--- src/break_pkg.sv ---
package break_pkg;

   // Register addresses
   localparam logic [31:0] QUAL_B_ADDR    = 32'h0FFFFF68;
   localparam logic [31:0] CTRL_ADDR      = 32'hFFFFFF78;
   localparam logic [31:0] MASK_B_LO_ADDR = 32'hFFFFFF76;
   localparam logic [31:0] IRQ_STAT_ADDR  = 32'hFFFFFF60;
   localparam logic [31:0] IRQ_MASK_ADDR  = 32'hFFFFFF62;

   // Reset values
   localparam logic [15:0] MASK_B_LO_RST = 16'h0000;
   localparam logic [7:0]  QUAL_B_RST    = 8'h00;
   localparam logic [15:0] CTRL_RST      = 16'h0000;
   localparam logic [3:0]  IRQ_RST       = 4'h0;

   // Qualifier field positions
   localparam int QB_ORIGIN = 6;
   localparam int QB_KIND   = 4;
   localparam int QB_DIR    = 2;
   localparam int QB_SIZE   = 0;

   // Control bit positions
   localparam int CB_FLAG_PA = 15;
   localparam int CB_FLAG_XA = 14;
   localparam int CB_EXT     = 13;
   localparam int CB_MODE    = 12;
   localparam int CB_AFTER_A = 10;
   localparam int CB_FLAG_PB = 7;
   localparam int CB_FLAG_XB = 6;
   localparam int CB_CHAIN   = 4;
   localparam int CB_DATA_B  = 3;
   localparam int CB_AFTER_B = 2;

   // Writable plain control bits; flags handled apart
   localparam logic [15:0] CTRL_RW_MASK = 16'h341C;

   // Event order in interrupt status and mask
   localparam int EV_PA = 3;
   localparam int EV_XA = 2;
   localparam int EV_PB = 1;
   localparam int EV_XB = 0;

   typedef enum logic [1:0] {
      SZ_ANY  = 2'h0,
      SZ_BYTE = 2'h1,
      SZ_WORD = 2'h2,
      SZ_LONG = 2'h3
   } size_sel_t;

   typedef struct packed {
      logic        valid;
      logic        cpu;
      logic        fetch;
      logic        write;
      logic        external;
      size_sel_t   size;
      logic [15:0] data;
   } bus_cycle_t;

endpackage

--- src/bus_break_channel_b_control.sv ---
`timescale 1ns/100ps

// Summary of operation
// - Set low mask bit removes that channel B data bit from comparison.
// - Origin field: 00 off, 01 processor, 10 peripheral, 11 both.
// - Kind field: 00 off, 01 fetch, 10 data access, 11 both.
// - Direction field: 00 off, 01 read, 10 write, 11 both.
// - Size field: 00 ignore size, else byte, word or longword only.
// - Channel A processor match sets its flag and raises interrupt while sequence bit clear.
// - Channel A peripheral match sets its flag and raises interrupt while sequence bit clear.
// - Channel B processor match sets its flag and raises interrupt.
// - Channel B peripheral match sets its flag and raises interrupt.
// - External bus cycles are evaluated only while enable bit set.
// - Mode bit clear gives legacy mode, set gives extended mode.
// - Channel A fetch break before execution, or after when bit set in extended mode.
// - Sequence bit set requires channel A match before channel B.
// - Data comparison joins channel B only while data enable set.
// - Channel B fetch break before execution, or after when bit set in extended mode.
module bus_break_channel_b_control
   import break_pkg::*;
(
   // Clock and reset
   input  wire logic        core_clk,
   input  wire logic        reset_n,
   // Register port
   input  wire logic [31:0] reg_addr,
   input  wire logic [15:0] reg_wdata,
   input  wire logic        reg_wr,
   input  wire logic        reg_rd,
   output logic      [15:0] reg_rdata,
   // Observed bus cycle
   input  wire bus_cycle_t  cycle,
   input  wire logic        insn_done,
   // Compare results from neighbouring registers
   input  wire logic        chan_a_match,
   input  wire logic        chan_b_addr_match,
   input  wire logic        chan_b_data_hi_match,
   input  wire logic [15:0] chan_b_compare_data,
   // Break outputs
   output logic             break_before,
   output logic             break_after,
   output logic             break_irq
);

   logic [15:0] mask_b_lo_q;
   logic [7:0]  qual_b_q;
   logic [15:0] ctrl_q;
   logic        flag_pa_q, flag_xa_q, flag_pb_q, flag_xb_q;
   logic [3:0]  irq_stat_q, irq_mask_q, irq_stat_d;
   logic        chain_armed_q;
   logic        after_pend_q;
   logic [15:0] reg_rdata_q;
   logic        break_before_q, break_after_q, break_irq_q;

   logic        sel_qual, sel_ctrl, sel_mask, sel_stat, sel_imsk;
   logic        ext_ok, native, chain;
   logic        a_hit, b_hit;
   logic        b_origin_ok, b_kind_ok, b_dir_ok, b_size_ok, b_data_ok;
   logic [1:0]  origin_sel, kind_sel, dir_sel;
   size_sel_t   size_sel;
   logic [3:0]  ev;
   logic        a_after, b_after;

   assign sel_qual = (reg_addr == QUAL_B_ADDR);
   assign sel_ctrl = (reg_addr == CTRL_ADDR);
   assign sel_mask = (reg_addr == MASK_B_LO_ADDR);
   assign sel_stat = (reg_addr == IRQ_STAT_ADDR);
   assign sel_imsk = (reg_addr == IRQ_MASK_ADDR);

   assign origin_sel = qual_b_q[QB_ORIGIN +: 2];
   assign kind_sel   = qual_b_q[QB_KIND +: 2];
   assign dir_sel    = qual_b_q[QB_DIR +: 2];
   assign size_sel   = size_sel_t'(qual_b_q[QB_SIZE +: 2]);

   assign native = ctrl_q[CB_MODE];
   assign chain  = ctrl_q[CB_CHAIN];
   // External cycles pass only when enabled
   assign ext_ok = cycle.valid && (!cycle.external
                   || ctrl_q[CB_EXT]);

   // Channel B qualifiers; 00 in any of the first three disables it
   assign b_origin_ok = cycle.cpu ? origin_sel[0]
                                  : origin_sel[1];
   assign b_kind_ok   = cycle.fetch ? kind_sel[0]
                                    : kind_sel[1];
   assign b_dir_ok    = cycle.write ? dir_sel[1]
                                    : dir_sel[0];
   assign b_size_ok   = (size_sel == SZ_ANY)
                        || (size_sel == cycle.size);
   // Masked bits never mismatch
   assign b_data_ok   = (((cycle.data ^ chan_b_compare_data)
                          & ~mask_b_lo_q) == 16'h0000)
                        && chan_b_data_hi_match;

   assign a_hit = ext_ok && chan_a_match;
   assign b_hit = ext_ok && chan_b_addr_match && b_origin_ok
                  && b_kind_ok && b_dir_ok && b_size_ok
                  && (!ctrl_q[CB_DATA_B] || b_data_ok);

   // In chained mode channel A only arms channel B
   always_comb begin
      ev = 4'h0;
      if (a_hit && !chain) begin
         ev[EV_PA] = cycle.cpu;
         ev[EV_XA] = !cycle.cpu;
      end
      if (b_hit && (!chain || chain_armed_q)) begin
         ev[EV_PB] = cycle.cpu;
         ev[EV_XB] = !cycle.cpu;
      end
   end

   // Legacy mode keeps every break ahead of execution
   assign a_after = native && ctrl_q[CB_AFTER_A] && cycle.fetch;
   assign b_after = native && ctrl_q[CB_AFTER_B] && cycle.fetch;

   always_ff @(posedge core_clk) begin
      if (!reset_n) begin
         chain_armed_q <= 1'b0;
      end else if (chain && b_hit && chain_armed_q) begin
         chain_armed_q <= 1'b0;
      end else if (chain && a_hit) begin
         chain_armed_q <= 1'b1;
      end else if (!chain) begin
         chain_armed_q <= 1'b0;
      end
   end

   // Break placement
   always_ff @(posedge core_clk) begin
      if (!reset_n) begin
         break_before_q <= 1'b0;
         break_after_q  <= 1'b0;
         after_pend_q   <= 1'b0;
      end else begin
         break_before_q <= ((ev[EV_PA] | ev[EV_XA]) && !a_after)
                           || ((ev[EV_PB] | ev[EV_XB]) && !b_after);
         if (((ev[EV_PA] | ev[EV_XA]) && a_after)
             || ((ev[EV_PB] | ev[EV_XB]) && b_after)) begin
            after_pend_q <= 1'b1;
         end else if (insn_done) begin
            after_pend_q <= 1'b0;
         end
         break_after_q <= after_pend_q && insn_done;
      end
   end

   // Plain registers; reserved bits are never stored
   always_ff @(posedge core_clk) begin
      if (!reset_n) begin
         mask_b_lo_q <= MASK_B_LO_RST;
         qual_b_q    <= QUAL_B_RST;
         ctrl_q      <= CTRL_RST;
         irq_mask_q  <= IRQ_RST;
      end else if (reg_wr) begin
         if (sel_mask) begin
            mask_b_lo_q <= reg_wdata;
         end else if (sel_qual) begin
            qual_b_q <= reg_wdata[7:0];
         end else if (sel_ctrl) begin
            ctrl_q <= reg_wdata & CTRL_RW_MASK;
         end else if (sel_imsk) begin
            irq_mask_q <= reg_wdata[3:0];
         end
      end
   end

   // Flags clear on a written zero; a new match wins the cycle
   always_ff @(posedge core_clk) begin
      if (!reset_n) begin
         flag_pa_q <= 1'b0;
         flag_xa_q <= 1'b0;
         flag_pb_q <= 1'b0;
         flag_xb_q <= 1'b0;
      end else begin
         flag_pa_q <= ev[EV_PA] | (flag_pa_q
                      & !(reg_wr && sel_ctrl && !reg_wdata[CB_FLAG_PA]));
         flag_xa_q <= ev[EV_XA] | (flag_xa_q
                      & !(reg_wr && sel_ctrl && !reg_wdata[CB_FLAG_XA]));
         flag_pb_q <= ev[EV_PB] | (flag_pb_q
                      & !(reg_wr && sel_ctrl && !reg_wdata[CB_FLAG_PB]));
         flag_xb_q <= ev[EV_XB] | (flag_xb_q
                      & !(reg_wr && sel_ctrl && !reg_wdata[CB_FLAG_XB]));
      end
   end

   // Interrupt status, write one to clear, set wins
   always_comb begin
      irq_stat_d = irq_stat_q;
      if (reg_wr && sel_stat) begin
         irq_stat_d = irq_stat_q & ~reg_wdata[3:0];
      end
      irq_stat_d = irq_stat_d | ev;
   end

   always_ff @(posedge core_clk) begin
      if (!reset_n) begin
         irq_stat_q  <= IRQ_RST;
         break_irq_q <= 1'b0;
      end else begin
         irq_stat_q  <= irq_stat_d;
         break_irq_q <= |(irq_stat_d & irq_mask_q);
      end
   end

   // Read data valid in the cycle after the strobe only
   always_ff @(posedge core_clk) begin
      if (!reset_n) begin
         reg_rdata_q <= 16'h0000;
      end else if (reg_rd) begin
         if (sel_mask) begin
            reg_rdata_q <= mask_b_lo_q;
         end else if (sel_qual) begin
            reg_rdata_q <= {8'h00, qual_b_q};
         end else if (sel_ctrl) begin
            reg_rdata_q <= ctrl_q | {flag_pa_q, flag_xa_q, 6'h00,
                                     flag_pb_q, flag_xb_q, 6'h00};
         end else if (sel_stat) begin
            reg_rdata_q <= {12'h000, irq_stat_q};
         end else if (sel_imsk) begin
            reg_rdata_q <= {12'h000, irq_mask_q};
         end else begin
            reg_rdata_q <= 16'h0000;
         end
      end else begin
         reg_rdata_q <= 16'h0000;
      end
   end

   assign reg_rdata    = reg_rdata_q;
   assign break_before = break_before_q;
   assign break_after  = break_after_q;
   assign break_irq    = break_irq_q;

   // Checks
   a_mask_excludes: assert property (@(posedge core_clk) disable iff (!reset_n)
      (cycle.valid && !cycle.external && chan_b_addr_match
       && ctrl_q[CB_DATA_B] && qual_b_q == 8'hFC && chan_b_data_hi_match
       && !chain && mask_b_lo_q == 16'hFFFF)
      |=> flag_pb_q || flag_xb_q)
      else $error("fully masked data failed to match");
   a_origin_off: assert property (@(posedge core_clk) disable iff (!reset_n)
      (origin_sel == 2'h0) |-> !ev[EV_PB] && !ev[EV_XB])
      else $error("channel B fired with origin off");
   a_kind_select: assert property (@(posedge core_clk) disable iff (!reset_n)
      (ev[EV_PB] || ev[EV_XB]) |-> (cycle.fetch ? kind_sel[0]
                                    : kind_sel[1]))
      else $error("channel B fired on wrong access kind");
   a_dir_select: assert property (@(posedge core_clk) disable iff (!reset_n)
      (ev[EV_PB] || ev[EV_XB]) |-> (cycle.write ? dir_sel[1]
                                    : dir_sel[0]))
      else $error("channel B fired on wrong direction");
   a_size_select: assert property (@(posedge core_clk) disable iff (!reset_n)
      (ev[EV_PB] && size_sel != SZ_ANY) |-> size_sel == cycle.size)
      else $error("channel B fired on wrong size");
   a_flag_a_set: assert property (@(posedge core_clk) disable iff (!reset_n)
      (a_hit && !chain && cycle.cpu) |=> flag_pa_q
      ##0 irq_stat_q[EV_PA])
      else $error("channel A processor flag not set");
   a_flag_xa_set: assert property (@(posedge core_clk) disable iff (!reset_n)
      (a_hit && !chain && !cycle.cpu) |=> flag_xa_q)
      else $error("channel A peripheral flag not set");
   a_flag_b_set: assert property (@(posedge core_clk) disable iff (!reset_n)
      ev[EV_PB] |=> flag_pb_q && irq_stat_q[EV_PB])
      else $error("channel B processor flag not set");
   a_flag_xb_set: assert property (@(posedge core_clk) disable iff (!reset_n)
      ev[EV_XB] |=> flag_xb_q)
      else $error("channel B peripheral flag not set");
   a_ext_ignored: assert property (@(posedge core_clk) disable iff (!reset_n)
      (cycle.external && !ctrl_q[CB_EXT]) |-> ev == 4'h0)
      else $error("external cycle matched while disabled");
   a_legacy_before: assert property (@(posedge core_clk) disable iff (!reset_n)
      (!native && ev != 4'h0) |=> break_before_q)
      else $error("legacy mode break not placed before");
   a_after_wait: assert property (@(posedge core_clk) disable iff (!reset_n)
      (after_pend_q && !insn_done) |=> !break_after_q)
      else $error("after break fired before execution");
   a_chain_order: assert property (@(posedge core_clk) disable iff (!reset_n)
      (chain && !chain_armed_q) |-> !ev[EV_PB] && !ev[EV_XB])
      else $error("chained channel B fired unarmed");
   a_data_gate: assert property (@(posedge core_clk) disable iff (!reset_n)
      (ctrl_q[CB_DATA_B] && !b_data_ok) |-> !b_hit)
      else $error("channel B hit despite data mismatch");
   a_after_b: assert property (@(posedge core_clk) disable iff (!reset_n)
      (ev[EV_PB] && b_after && !(ev[EV_PA] || ev[EV_XA])) |=> after_pend_q
      && !break_before_q)
      else $error("channel B after break misplaced");
   a_flag_sticky: assert property (@(posedge core_clk) disable iff (!reset_n)
      (flag_pb_q && !(reg_wr && sel_ctrl)) |=> flag_pb_q)
      else $error("channel B flag dropped without write");
   a_reserved_zero: assert property (@(posedge core_clk) disable iff (!reset_n)
      $past(reg_rd && sel_qual) |-> reg_rdata_q[15:8] == 8'h00)
      else $error("reserved qualifier bits read nonzero");
   a_irq_raised: assert property (
      @(posedge core_clk) disable iff (!reset_n)
      ((irq_stat_q & irq_mask_q) != 4'h0 && !(reg_wr && (sel_stat || sel_imsk)))
      |=> break_irq_q)
      else $error("interrupt low with unmasked status set");
   a_irq_quiet: assert property (
      @(posedge core_clk) disable iff (!reset_n)
      ((irq_stat_q & irq_mask_q) == 4'h0 && ev == 4'h0) |=> !break_irq_q)
      else $error("interrupt high with nothing pending");
   a_before_idle: assert property (
      @(posedge core_clk) disable iff (!reset_n)
      (ev == 4'h0) |=> !break_before_q)
      else $error("before break without a match");
   a_after_fire: assert property (
      @(posedge core_clk) disable iff (!reset_n)
      (after_pend_q && insn_done) |=> break_after_q)
      else $error("pending after break not taken");
   a_flag_pb_clear: assert property (
      @(posedge core_clk) disable iff (!reset_n)
      (flag_pb_q && !ev[EV_PB] && reg_wr && sel_ctrl
       && !reg_wdata[CB_FLAG_PB]) |=> !flag_pb_q)
      else $error("channel B flag not cleared by zero write");
   a_flag_pa_clear: assert property (
      @(posedge core_clk) disable iff (!reset_n)
      (flag_pa_q && !ev[EV_PA] && reg_wr && sel_ctrl
       && !reg_wdata[CB_FLAG_PA]) |=> !flag_pa_q)
      else $error("channel A flag not cleared by zero write");
   a_ctrl_reserved: assert property (
      @(posedge core_clk) disable iff (!reset_n)
      (reg_rd && sel_ctrl) |=> (reg_rdata_q & 16'h0B23) == 16'h0000)
      else $error("reserved control bits read nonzero");
   a_unmapped_zero: assert property (
      @(posedge core_clk) disable iff (!reset_n)
      (reg_rd && !(sel_qual || sel_ctrl || sel_mask || sel_stat || sel_imsk))
      |=> reg_rdata_q == 16'h0000)
      else $error("unmapped address read nonzero");
   a_rdata_idle: assert property (
      @(posedge core_clk) disable iff (!reset_n)
      !reg_rd |=> reg_rdata_q == 16'h0000)
      else $error("read data nonzero without a read");
   a_ext_passes: assert property (
      @(posedge core_clk) disable iff (!reset_n)
      (cycle.valid && cycle.external && ctrl_q[CB_EXT] && chan_b_addr_match
       && qual_b_q == 8'hFC && !ctrl_q[CB_DATA_B] && !chain)
      |-> ev[EV_PB] || ev[EV_XB])
      else $error("enabled external cycle did not match");
   a_chain_disarm: assert property (
      @(posedge core_clk) disable iff (!reset_n)
      (chain && chain_armed_q && b_hit) |=> !chain_armed_q)
      else $error("chain stayed armed after channel B match");
   a_chain_no_a: assert property (
      @(posedge core_clk) disable iff (!reset_n)
      chain |-> !ev[EV_PA] && !ev[EV_XA])
      else $error("channel A fired in chained mode");
   a_pb_origin: assert property (
      @(posedge core_clk) disable iff (!reset_n)
      ev[EV_PB] |-> cycle.cpu && origin_sel[0])
      else $error("channel B processor event on wrong origin");
   a_xb_origin: assert property (
      @(posedge core_clk) disable iff (!reset_n)
      ev[EV_XB] |-> !cycle.cpu && origin_sel[1])
      else $error("channel B peripheral event on wrong origin");
   a_mask_write: assert property (
      @(posedge core_clk) disable iff (!reset_n)
      (reg_wr && sel_mask) |=> mask_b_lo_q == $past(reg_wdata))
      else $error("low data mask write lost");

endmodule

--- config.mk ---
export PLATFORM = sky130hd
export DESIGN_NAME = bus_break_channel_b_control
export DESIGN_NICKNAME = d
export VERILOG_FILES = /design/src/break_pkg.sv /design/src/bus_break_channel_b_control.sv
export SDC_FILE = /design/constraint.sdc
export NUM_CORES = 1
export LEC_CHECK = 0
export BUFFER_PORTS_ARGS = -buffer_cell sky130_fd_sc_hd__buf_2
export CORE_AREA = 3 3 94 96
export DETAILED_ROUTE_END_ITERATION = 12
export DIE_AREA = 0 0 97 99
export PLACE_DENSITY = 0.57
export SLEW_MARGIN = 20
export SYNTH_ARGS = -nofsm -noshare
export SYNTH_HDL_FRONTEND = slang
export SYNTH_SLANG_ARGS = --single-unit
--- constraint.sdc ---
create_clock -name core_clk -period 5.45 [get_ports core_clk]
set_input_delay 0.8175 -clock core_clk [delete_from_list [all_inputs] [get_ports core_clk]]
set_output_delay 0.8175 -clock core_clk [all_outputs]
set_load 0.01 [all_outputs]
==> impl_metrics.yaml, run 1 <==
critical_path:
  slowest_stage: "and2_1"
  required_ns: 5.65
  cp_max_fo: 16
  start_kind: "primary input"
  critPathMaxStageDelay_ns: 0.85
  critPathArrivalTime_ns: 3.05
  path_delay_family: "simple AND/OR/NAND/NOR gates"
  cp_cell_sequence: "buf_2, nand4_1, nor3_2, nand3b_4, nor3_4, and2_1, mux2i_1, nor2_1"
  end_kind: "register"
  path_buf_inv: 1
  crit_type: "primary input to register"
placed_design:
  place.gp.congestion: 0.813
  io_buffers: 113
  dp_hpwl_um: 6430
timing:
  worstMarginPinSlew_ns: 0.998
  slew_viol_final: 0
  rsz0062_at_grt: "no"
  finalSetupViolations: 0
  skew_ns: 0.00840
  tns_ns: 0
  max_slew_margin: 0.335
  clock.fmax_ghz: 0.352
  post-route-min-period_ns: 2.84
  fin_crit_sh: 0.522
  hold_viol: 0
drt:
  wl_per_cell_um: 15.8
  wirelength_um: 8490
  drc: 0
  drt_iter0_markers: 129
  first_pass_iters: 4
  vias_per_cell: 5.02
  vias: 2691
  postRouteAntennaNets: 0
final_layout:
  area_growth_pct: 30.0
  fin_nets: 521
  drive_above_1_share: 0.320
  multi_input_area_um2: 1480
  seqCellArea_um2: 1260
  nFillCells: 823
  antenna_cells: 0
synth:
  yosys.area.top_type_share: 0.448
  synth-seq-area-share: 0.448
  synthXorXnorAreaFrac: 0.0498
  synth.net_count: 404
  synth_edf_count: 0
  synth.cell_area_um2: 2820
  yosys-top-cells-area: "dfxtp_1 45%, mux2i_1 12%, nor2_1 5.6%"
  syn_area_per_cell_um2: 9.11
  synth_simple_gate_area_frac: 0.205
  synth_warnings: 0
  synth_top_family_by_area: "simple AND/OR/NAND/NOR gates"
  synth_ff_type: "dfxtp_1"
  synth_compound_area_frac: 0.144
  yosys.cell_types.count: 39
  yosysTopAreaCell: "dfxtp_1"
  async_flop_share: 0
  synth_mux_area_frac: 0.124
  synth_adder_area_share: 0
  synthCells: 309
  synth-seq-cells: 63
power:
  powerDensity_nw_per_um2: 248
  intPower_uw: 688
  p_total_uw: 906
  p_seq_frac: 0.510
  p_switching_uw: 218
  combPwrFrac: 0.089
  ir_drop_v: 0.000113
  p_leak_nw: 1.60
  clockPowerShare: 0.401
  p_sw_frac: 0.240
grt:
  first_global_vias: 2703
  grt_max_degree: 46
  grtUsageTotal: 0.178
  grt_first_pass_wirelength_um: 13700
  antenna_found_initial: 0
  grt-ovfl-total: 0
die:
  die_area_um2: 9600
  dieWidth_um: 97
  start_util: 0.346
  core_area_um2: 8130
  die_y_um: 99
  ios: 114
  row_count: 33
min_path:
  hold_path_class: "register to register"
clock_tree:
  ctsHtreeMaxLevel: 3
  clkSinkCount: 63
  ctsResizeCount: 0
  postCtsSetupRepairBufs: 0
  cts_tree: "done"
  clk_pin_slew_ns: 0.07
  worstSkewPairLatency_ns: 0.34
  ctsLongestPathBuffers: 2
  root_buffer: "clkbuf_8"
  cts_buffers: 9
  cts_hold_buf: 0
flow_run:
  maxCapViolations: 0
status:
  status: "finished, final reports clean"
[synthesized netlist by cell type, types with 3 or more instances]
master	n
mux2i_1	35
a22o_1	7
xnor2_1	16
nand2_1	27
nor3_1	5
and2_1	5
dfxtp_1	63
nor2_1	42
o21ai_0	15
a221oi_1	3
a222oi_1	3
nand3_1	7
o22ai_1	8
nand4_1	9
nor4_1	3
a21oi_1	16
inv_1	10
clkbuf_1	6
[power groups by stage]
| stage | clock network (mW) | logic (mW) | registers, mW |
|---|---|---|---|
| after floorplan | 0 | 0.0303 | 0.473 |
| after global placement | 0 | 0.0793 | 0.472 |
| after detailed placement | 0 | 0.0805 | 0.473 |
| after CTS | 0.374 | 0.0810 | 0.462 |
| after global routing | 0.393 | 0.0894 | 0.462 |
| final | 0.364 | 0.0804 | 0.462 |
[metrics by stage]
stage | worst slack, ns | hold slack (ns) | instance area (µm²) | std cells | utilization
floorplan | 2.99 | 0.436 | 2820 | 309 | -
global placement | 2.31 | 0.449 | 3490 | 520 | 0.429
detailed placement | 2.28 | 0.453 | 3490 | 520 | 0.429
CTS | 2.61 | 0.461 | 3660 | 536 | 0.450
global route | 2.46 | 0.486 | 3660 | 536 | 0.450
finish | 2.61 | 0.471 | 3660 | 536 | 0.450
[flip-flops by register name, summed over array words and instances (netlist names), 4 cells and up]
name and cells:
reg_rdata 16, qual_b_q 8, ctrl_q 6, mask_b_lo_q 16, irq_stat_q 4, irq_mask_q 4
[cell type report]
class / count / share of cell area
clock buffers: 12 / 0.0424
clock inverters: 4 / 0.00547
inverters: 11 / 0.0113
multi-input cells: 227 / 0.404
flip-flops and latches: 63 / 0.344
well taps: 105 / 0.0359
repair buffers: 114 / 0.157
[path summary, 6_finish.rpt]
check | start | end | slack, ns | cells after the start
max | reg_addr[26] | mask_b_lo_q[10] | 2.61 | 8
min | flag_xa_q | reg_rdata[14] | 0.47 | 1
max reg2reg | mask_b_lo_q[3] | break_irq | 3.26 | 6
min reg2reg | flag_xa_q | reg_rdata[14] | 0.47 | 1
[layout by cell type (no fill, tap or decap), types with 3 or more instances in the layout]
master	netlist	final
nand2_1	27	27
o22ai_1	8	8
nand3_1	7	7
inv_1	10	10
dfxtp_1	63	63
buf_2	0	113
clkinv_2	0	4
nor2_1	42	42
o21ai_0	15	15
a221oi_1	3	3
a21oi_1	16	16
and2_1	5	5
xnor2_1	16	16
clkbuf_8	0	11
nor3_1	5	5
mux2i_1	35	35
a222oi_1	3	3
a22o_1	7	7
nand4_1	9	9
[layer usage]
layer / GRT usage / share of wire / wire length [µm]
met1: 0.225 / 0.44 / 3770
met5: 0 / 0 / 0
met3: 0.0559 / 0.067 / 568
met2: 0.293 / 0.48 / 4050
met4: 0.0529 / 0.011 / 95
[kinds of logic after synthesis]
family,after synthesis
flops,63
compound gates,63
simple gates,113
mux,35
buf+inv,19
xor+xnor,16
Note: power is estimated with default switching activity, not from simulation.
==> inputs of run 2 (changes only) <==
--- a/config.mk
+++ b/config.mk
@@ -5,11 +5,12 @@
 export SDC_FILE = /design/constraint.sdc
 export NUM_CORES = 1
 export LEC_CHECK = 0
+export ABC_AREA = 1
 export BUFFER_PORTS_ARGS = -buffer_cell sky130_fd_sc_hd__buf_2
-export CORE_AREA = 3 3 94 96
+export CORE_AREA = 3 3 100 102
 export DETAILED_ROUTE_END_ITERATION = 12
-export DIE_AREA = 0 0 97 99
-export PLACE_DENSITY = 0.57
+export DIE_AREA = 0 0 103 105
+export PLACE_DENSITY = 0.58
 export SLEW_MARGIN = 20
 export SYNTH_ARGS = -nofsm -noshare
 export SYNTH_HDL_FRONTEND = slang
==> constraint.sdc (replaced) <==
create_clock -name core_clk -period 2.52 [get_ports core_clk]
set_input_delay 0.378 -clock core_clk [delete_from_list [all_inputs] [get_ports core_clk]]
set_output_delay 0.378 -clock core_clk [all_outputs]
set_load 0.01 [all_outputs]
==> run 2 against run 1 <==
  * Sequential power grew 120%
  * Clock power increased to 2.8 times the previous value
  * Clock skew rose by 0.0016 ns
  * Sequential cell count unchanged
  * Sequential share of layout area fell by 3.7 points
  * Non-clock buffer count increased by 2
  * Setup slack worse by 1.8 ns
  * Via count increased by 27%
  * Critical path type unchanged
==> impl_metrics.yaml, run 2 <==
synth:
  yosys-top-cells-area: "dfxtp_1 39%, nand2_1 11%, inv_1 8.5%"
  synthCells: 468
  synth-seq-area-share: 0.392
  synth.net_count: 563
  synth-seq-cells: 63
  synth_top_cells_by_count: "92 x nand2_1, 73 x inv_1, 63 x dfxtp_1, 52 x a21oi_1, 51 x o21ai_0"
  yosys.cell_count.top_type: "nand2_1"
  yosys.cell_types.count: 34
  synth_ff_type: "dfxtp_1"
  synth_warnings: 0
  yosys.area.top_type_share: 0.392
  yosysTopAreaCell: "dfxtp_1"
  synth.cell_area_um2: 3210
  async_flop_share: 0
  syn_area_per_cell_um2: 6.87
  synth_edf_count: 0
final_layout:
  fin_nets: 679
  nFillCells: 977
  multi_input_area_um2: 1590
  final_cell_count_no_fill: 700
  antenna_cells: 0
  final_area_um2: 4100
  seqCellArea_um2: 1260
  drive_above_1_share: 0.268
  final_common_cell: "buf_2"
  area_growth_pct: 27.4
  final_cell_mix: "113 x buf_2, 92 x nand2_1, 73 x inv_1, 63 x dfxtp_1, 52 x a21oi_1"
status:
  status: "finished, final reports clean"
placed_design:
  dp_hpwl_um: 7610
  io_buffers: 113
  placed_cells: 684
  place.gp.congestion: 0.788
  dpl_cell_area_um2: 3860
die:
  die_area_um2: 10800
  die_y_um: 105
  core_area_um2: 9200
  start_util: 0.350
  dieWidth_um: 103
  row_count: 35
  ios: 114
grt:
  antenna_found_initial: 0
  first_global_vias: 3027
  grt_first_pass_wirelength_um: 14400
  grt_max_degree: 28
  grt-ovfl-total: 0
  grtUsageTotal: 0.170
clock_tree:
  postCtsSetupRepairBufs: 0
  cts_buffers: 9
  worstSkewPairLatency_ns: 0.34
  cts_hold_buf: 0
  ctsLongestPathBuffers: 2
  ctsResizeCount: 0
  clk_pin_slew_ns: 0.07
  clkSinkCount: 63
  ctsHtreeMaxLevel: 3
  root_buffer: "clkbuf_8"
  cts_tree: "done"
min_path:
  hold_path_class: "primary input to register"
  hold_path_depth: 3
critical_path:
  critPathMaxStageDelay_ns: 0.48
  reg2reg_depth: 12
  slowest_stage: "nor2_4"
  end_kind: "register"
  crit_top_cell: "nor2_2"
  crit_type: "primary input to register"
  cp_cell_sequence: "buf_2, nand4_1, nor2_2, inv_2, nor2_2, nand3b_2, nor2_4, o21ai_0, a21oi_1"
  critPathArrivalTime_ns: 1.97
  cp_max_fo: 27
  start_kind: "primary input"
  required_ns: 2.79
timing:
  skew_ns: 0.00999
  finalSetupViolations: 0
  fin_crit_sh: 0.676
  hold_viol: 0
  post-route-min-period_ns: 1.70
  slew_viol_final: 0
  tns_ns: 0
  rsz0062_at_grt: "no"
  clock.fmax_ghz: 0.587
  worstMarginPinSlew_ns: 0.701
  max_slew_margin: 0.529
drt:
  vias_per_cell: 4.87
  postRouteAntennaNets: 0
  drt_iter0_markers: 191
  wl_per_cell_um: 13.5
  wirelength_um: 9460
  vias: 3411
  first_pass_iters: 5
  drc: 0
power:
  p_leak_nw: 1.95
  powerDensity_nw_per_um2: 537
  ir_drop_v: 0.000274
  p_total_mw: 2.20
flow_run:
  maxCapViolations: 0
[run 2: cell types whose count changed in the layout (fill, tap and decap cells not counted), sizes merged, moves of 7 or more]
cell / change
o21ai: +40
inv: +66
nand2: +65
a21oi: +36
nor2: +7
nand3: +13
xnor2: -15
mux2i: -32
a22o: -7
[run 2: per-layer routing]
metal	routed length, µm	part of all wire	global-route usage
met1	4420	0.47	0.236
met4	119	0.013	0.0500
met2	4410	0.47	0.269
met5	0	0	0
met3	510	0.054	0.0267
[run 2: metrics by stage]
step / hold WS [ns] / worst slack [ns] / util
floorplan: 0.410 / 0.931 / -
CTS: 0.258 / 0.835 / 0.445
global route: 0.268 / 0.617 / 0.445
finish: 0.273 / 0.817 / 0.445
global placement: 0.432 / 0.543 / 0.420
detailed placement: 0.431 / 0.486 / 0.420
[run 2: where the power goes]
group | internal (mW) | total, mW | switching (mW) | leakage, nW
Clock | 0.609 | 1.01 | 0.405 | 0.112
Combinational | 0.0838 | 0.188 | 0.104 | 1.33
Sequential | 0.998 | 0.999 | 0.00117 | 0.508
[run 2: worst paths after layout]
check	from	endpoint	slack, ns
setup / recovery	reg_addr[15]	mask_b_lo_q[4]	0.82
hold / removal	reg_wdata[8]	mask_b_lo_q[8]	0.27
setup reg to reg	mask_b_lo_q[13]	after_pend_q	0.96
hold reg to reg	after_pend_q	break_after	0.43
[run 2: worst max-delay path: cells and delay by family]
kind / cells / cell delay, ns
and+or+nand+nor: 5 / 1.09
AOI/OAI and AO/OA: 2 / 0.32
buffers and inverters: 2 / 0.18
[run 2: kinds of logic (layout without fill, tap and decap cells)]
family	after synthesis	in the layout	share of synthesized area
simple gates	194	194	0.290
compound gates	119	119	0.192
buf+inv	88	209	0.114
flops	63	63	0.392
mux	3	3	0.00934
xor+xnor	1	1	0.00273
[run 2: cell type report]
class | instances | area share
clock inverter | 5 | 0.0195
tap | 111 | 0.0339
timing repair buffer | 116 | 0.144
clock buffer | 11 | 0.0370
inverter | 77 | 0.0706
sequential | 63 | 0.308
multi-input combinational | 317 | 0.388
==> inputs of run 3 (changes only) <==
==> constraint.sdc (replaced) <==
create_clock -name core_clk -period 1.55 [get_ports core_clk]
set_input_delay 0.2325 -clock core_clk [delete_from_list [all_inputs] [get_ports core_clk]]
set_output_delay 0.2325 -clock core_clk [all_outputs]
set_load 0.01 [all_outputs]
==> run 3 against run 2 <==
  * Clock power up 23%
  * Clock skew up 0.00075 ns
  * Register-to-register slack worse by 0.89 ns
  * Setup slack worse by 0.75 ns
  * Wire length up 4.5%
  * Sequential share of layout area down 1.9 points
  * Final cell count up 5.4%
  * Non-clock buffer count up 39
==> impl_metrics.yaml, run 3 (same netlist as run 2, synthesis figures left out) <==
die:
  die_y_um: 105
  dieWidth_um: 103
  start_util: 0.350
  die_area_um2: 10800
  core_area_um2: 9200
  row_count: 35
  ios: 114
timing:
  worstMarginPinSlew_ns: 0.374
  slew_viol_final: 0
  finalSetupViolations: 0
  max_slew_margin: 0.751
  tns_ns: 0
  rsz0062_at_grt: "yes"
  hold_viol: 0
  holdWs_ns: 0.121
  clock.fmax_ghz: 0.674
  post-route-min-period_ns: 1.48
  fin_crit_sh: 0.958
  skew_ns: 0.0107
drt:
  wirelength_um: 9890
  drt_iter0_markers: 172
  postRouteAntennaNets: 0
  vias: 3517
  first_pass_iters: 4
  drc: 0
  wl_per_cell_um: 13.4
  vias_per_cell: 4.77
critical_path:
  critPathArrivalTime_ns: 1.76
  required_ns: 1.83
  ff2ff_setup_slack_ns: 0.07
  cp-startpoint: "mask_b_lo_q[15]"
  start_kind: "register"
  r2r-start: "mask_b_lo_q[15]"
  crit_type: "register to register"
  cp_max_fo: 3
  timing.rr.end: "after_pend_q"
  path_buf_inv: 1
  path_delay_family: "simple AND/OR/NAND/NOR gates"
  end_kind: "register"
  endpoint: "after_pend_q"
  slowest_stage: "dfxtp_2"
  critPathMaxStageDelay_ns: 0.33
  path_depth: 12
  cp_cell_sequence: "inv_1, nand3_1, nand2_1, nor2_1, nand2_1, nor2_2, nand2_1, nand2_2, nand2_1, a21oi_2, nand4_1, a21oi_2"
  reg2reg_depth: 12
  crit_top_cell: "nand2_1"
clock_tree:
  cts_tree: "done"
  cts_hold_buf: 0
  worstSkewPairLatency_ns: 0.34
  ctsHtreeMaxLevel: 3
  root_buffer: "clkbuf_8"
  cts_buffers: 9
  ctsLongestPathBuffers: 2
  clkSinkCount: 63
  clk_pin_slew_ns: 0.07
power:
  combPwrFrac: 0.104
  powerDensity_nw_per_um2: 725
  p_sw_frac: 0.254
  ir_drop_v: 0.000371
  clockPowerShare: 0.388
  p_leak_nw: 2.14
  p_seq_frac: 0.507
  intPower_mw: 2.39
  p_total_mw: 3.20
  p_switching_uw: 813
final_layout:
  area_growth_pct: 37.3
  antenna_cells: 0
  final_cell_mix: "113 x buf_2, 91 x nand2_1, 71 x inv_1, 55 x dfxtp_1, 50 x a21oi_1"
  final_common_cell: "buf_2"
  final_cell_count_no_fill: 738
  fin_nets: 718
  drive_above_1_share: 0.340
grt:
  grt_first_pass_wirelength_um: 16000
  grt_max_degree: 23
  grt_util_met2: 0.304
  grt-ovfl-total: 0
  met1_usage: 0.244
  top_usage_layer: "met2"
  grtUsageTotal: 0.187
  antenna_found_initial: 0
  met3_usage: 0.0381
  first_global_vias: 3432
min_path:
  hold_path_class: "primary input to register"
placed_design:
  dp_hpwl_um: 8020
  io_buffers: 113
  placed_cells: 721
  place.gp.congestion: 0.917
status:
  status: "finished, final reports clean"
flow_run:
  maxCapViolations: 0
## run 3: per-layer routing
layer,share of wire,vias up
met4,0.018,0
met5,0,-
met2,0.47,84
met3,0.049,15
met1,0.46,1568
li1,-,1850
## run 3: how the worst min path moves through the flow
stage | from | end | slack, ns | cells after the start
after floorplan | insn_done | break_after | 0.36 | 2
after global routing | reg_wdata[15] | mask_b_lo_q[15] | 0.14 | 3
after detailed placement | after_pend_q | break_after | 0.44 | 2
after global placement | after_pend_q | break_after | 0.44 | 2
final | reg_wdata[11] | mask_b_lo_q[11] | 0.12 | 3
after CTS | reg_wdata[11] | mask_b_lo_q[11] | 0.12 | 3
## run 3: power by group through the flow
stage / clock network (mW) / logic [mW] / registers [mW]
floorplan: 0 / 0.131 / 1.66
global placement: 0 / 0.323 / 1.66
detailed placement: 0 / 0.330 / 1.66
CTS: 1.28 / 0.332 / 1.62
global route: 1.35 / 0.377 / 1.62
finish: 1.24 / 0.333 / 1.62
## run 3: worst register-to-register path: cells and delay by family, from the launching register on
| family | cells | cell delay (ns) |
|---|---|---|
| and+or+nand+nor | 9 | 0.79 |
| buffers and inverters | 1 | 0.05 |
| DFF | 1 | 0.33 |
| AOI/OAI and AO/OA | 2 | 0.26 |
## run 3: what timing repair did
action	CTS	global route
setup endpoints to repair	2	8
hold endpoints to repair	0	0
pin swaps	0	10
gates resized for setup	2	19
buffers inserted	0	2
## run 3: cell type report
type,instances,area [µm²]
tap,111,139
timing repair buffer,155,931
clock inverter,4,22.5
clock buffer,11,141
multi-input combinational,317,1620
fill,962,4780
sequential,63,1270
inverter,77,289
## run 3: through the flow
| stage | setup WS (ns) | area (µm²) | util |
|---|---|---|---|
| finish | 0.0653 | 4410 | 0.480 |
| detailed placement | -0.188 | 4190 | 0.456 |
| CTS | 0.0213 | 4360 | 0.474 |
| global route | -0.0818 | 4410 | 0.480 |
| floorplan | 0.106 | 3210 | - |
| global placement | -0.164 | 4190 | 0.456 |
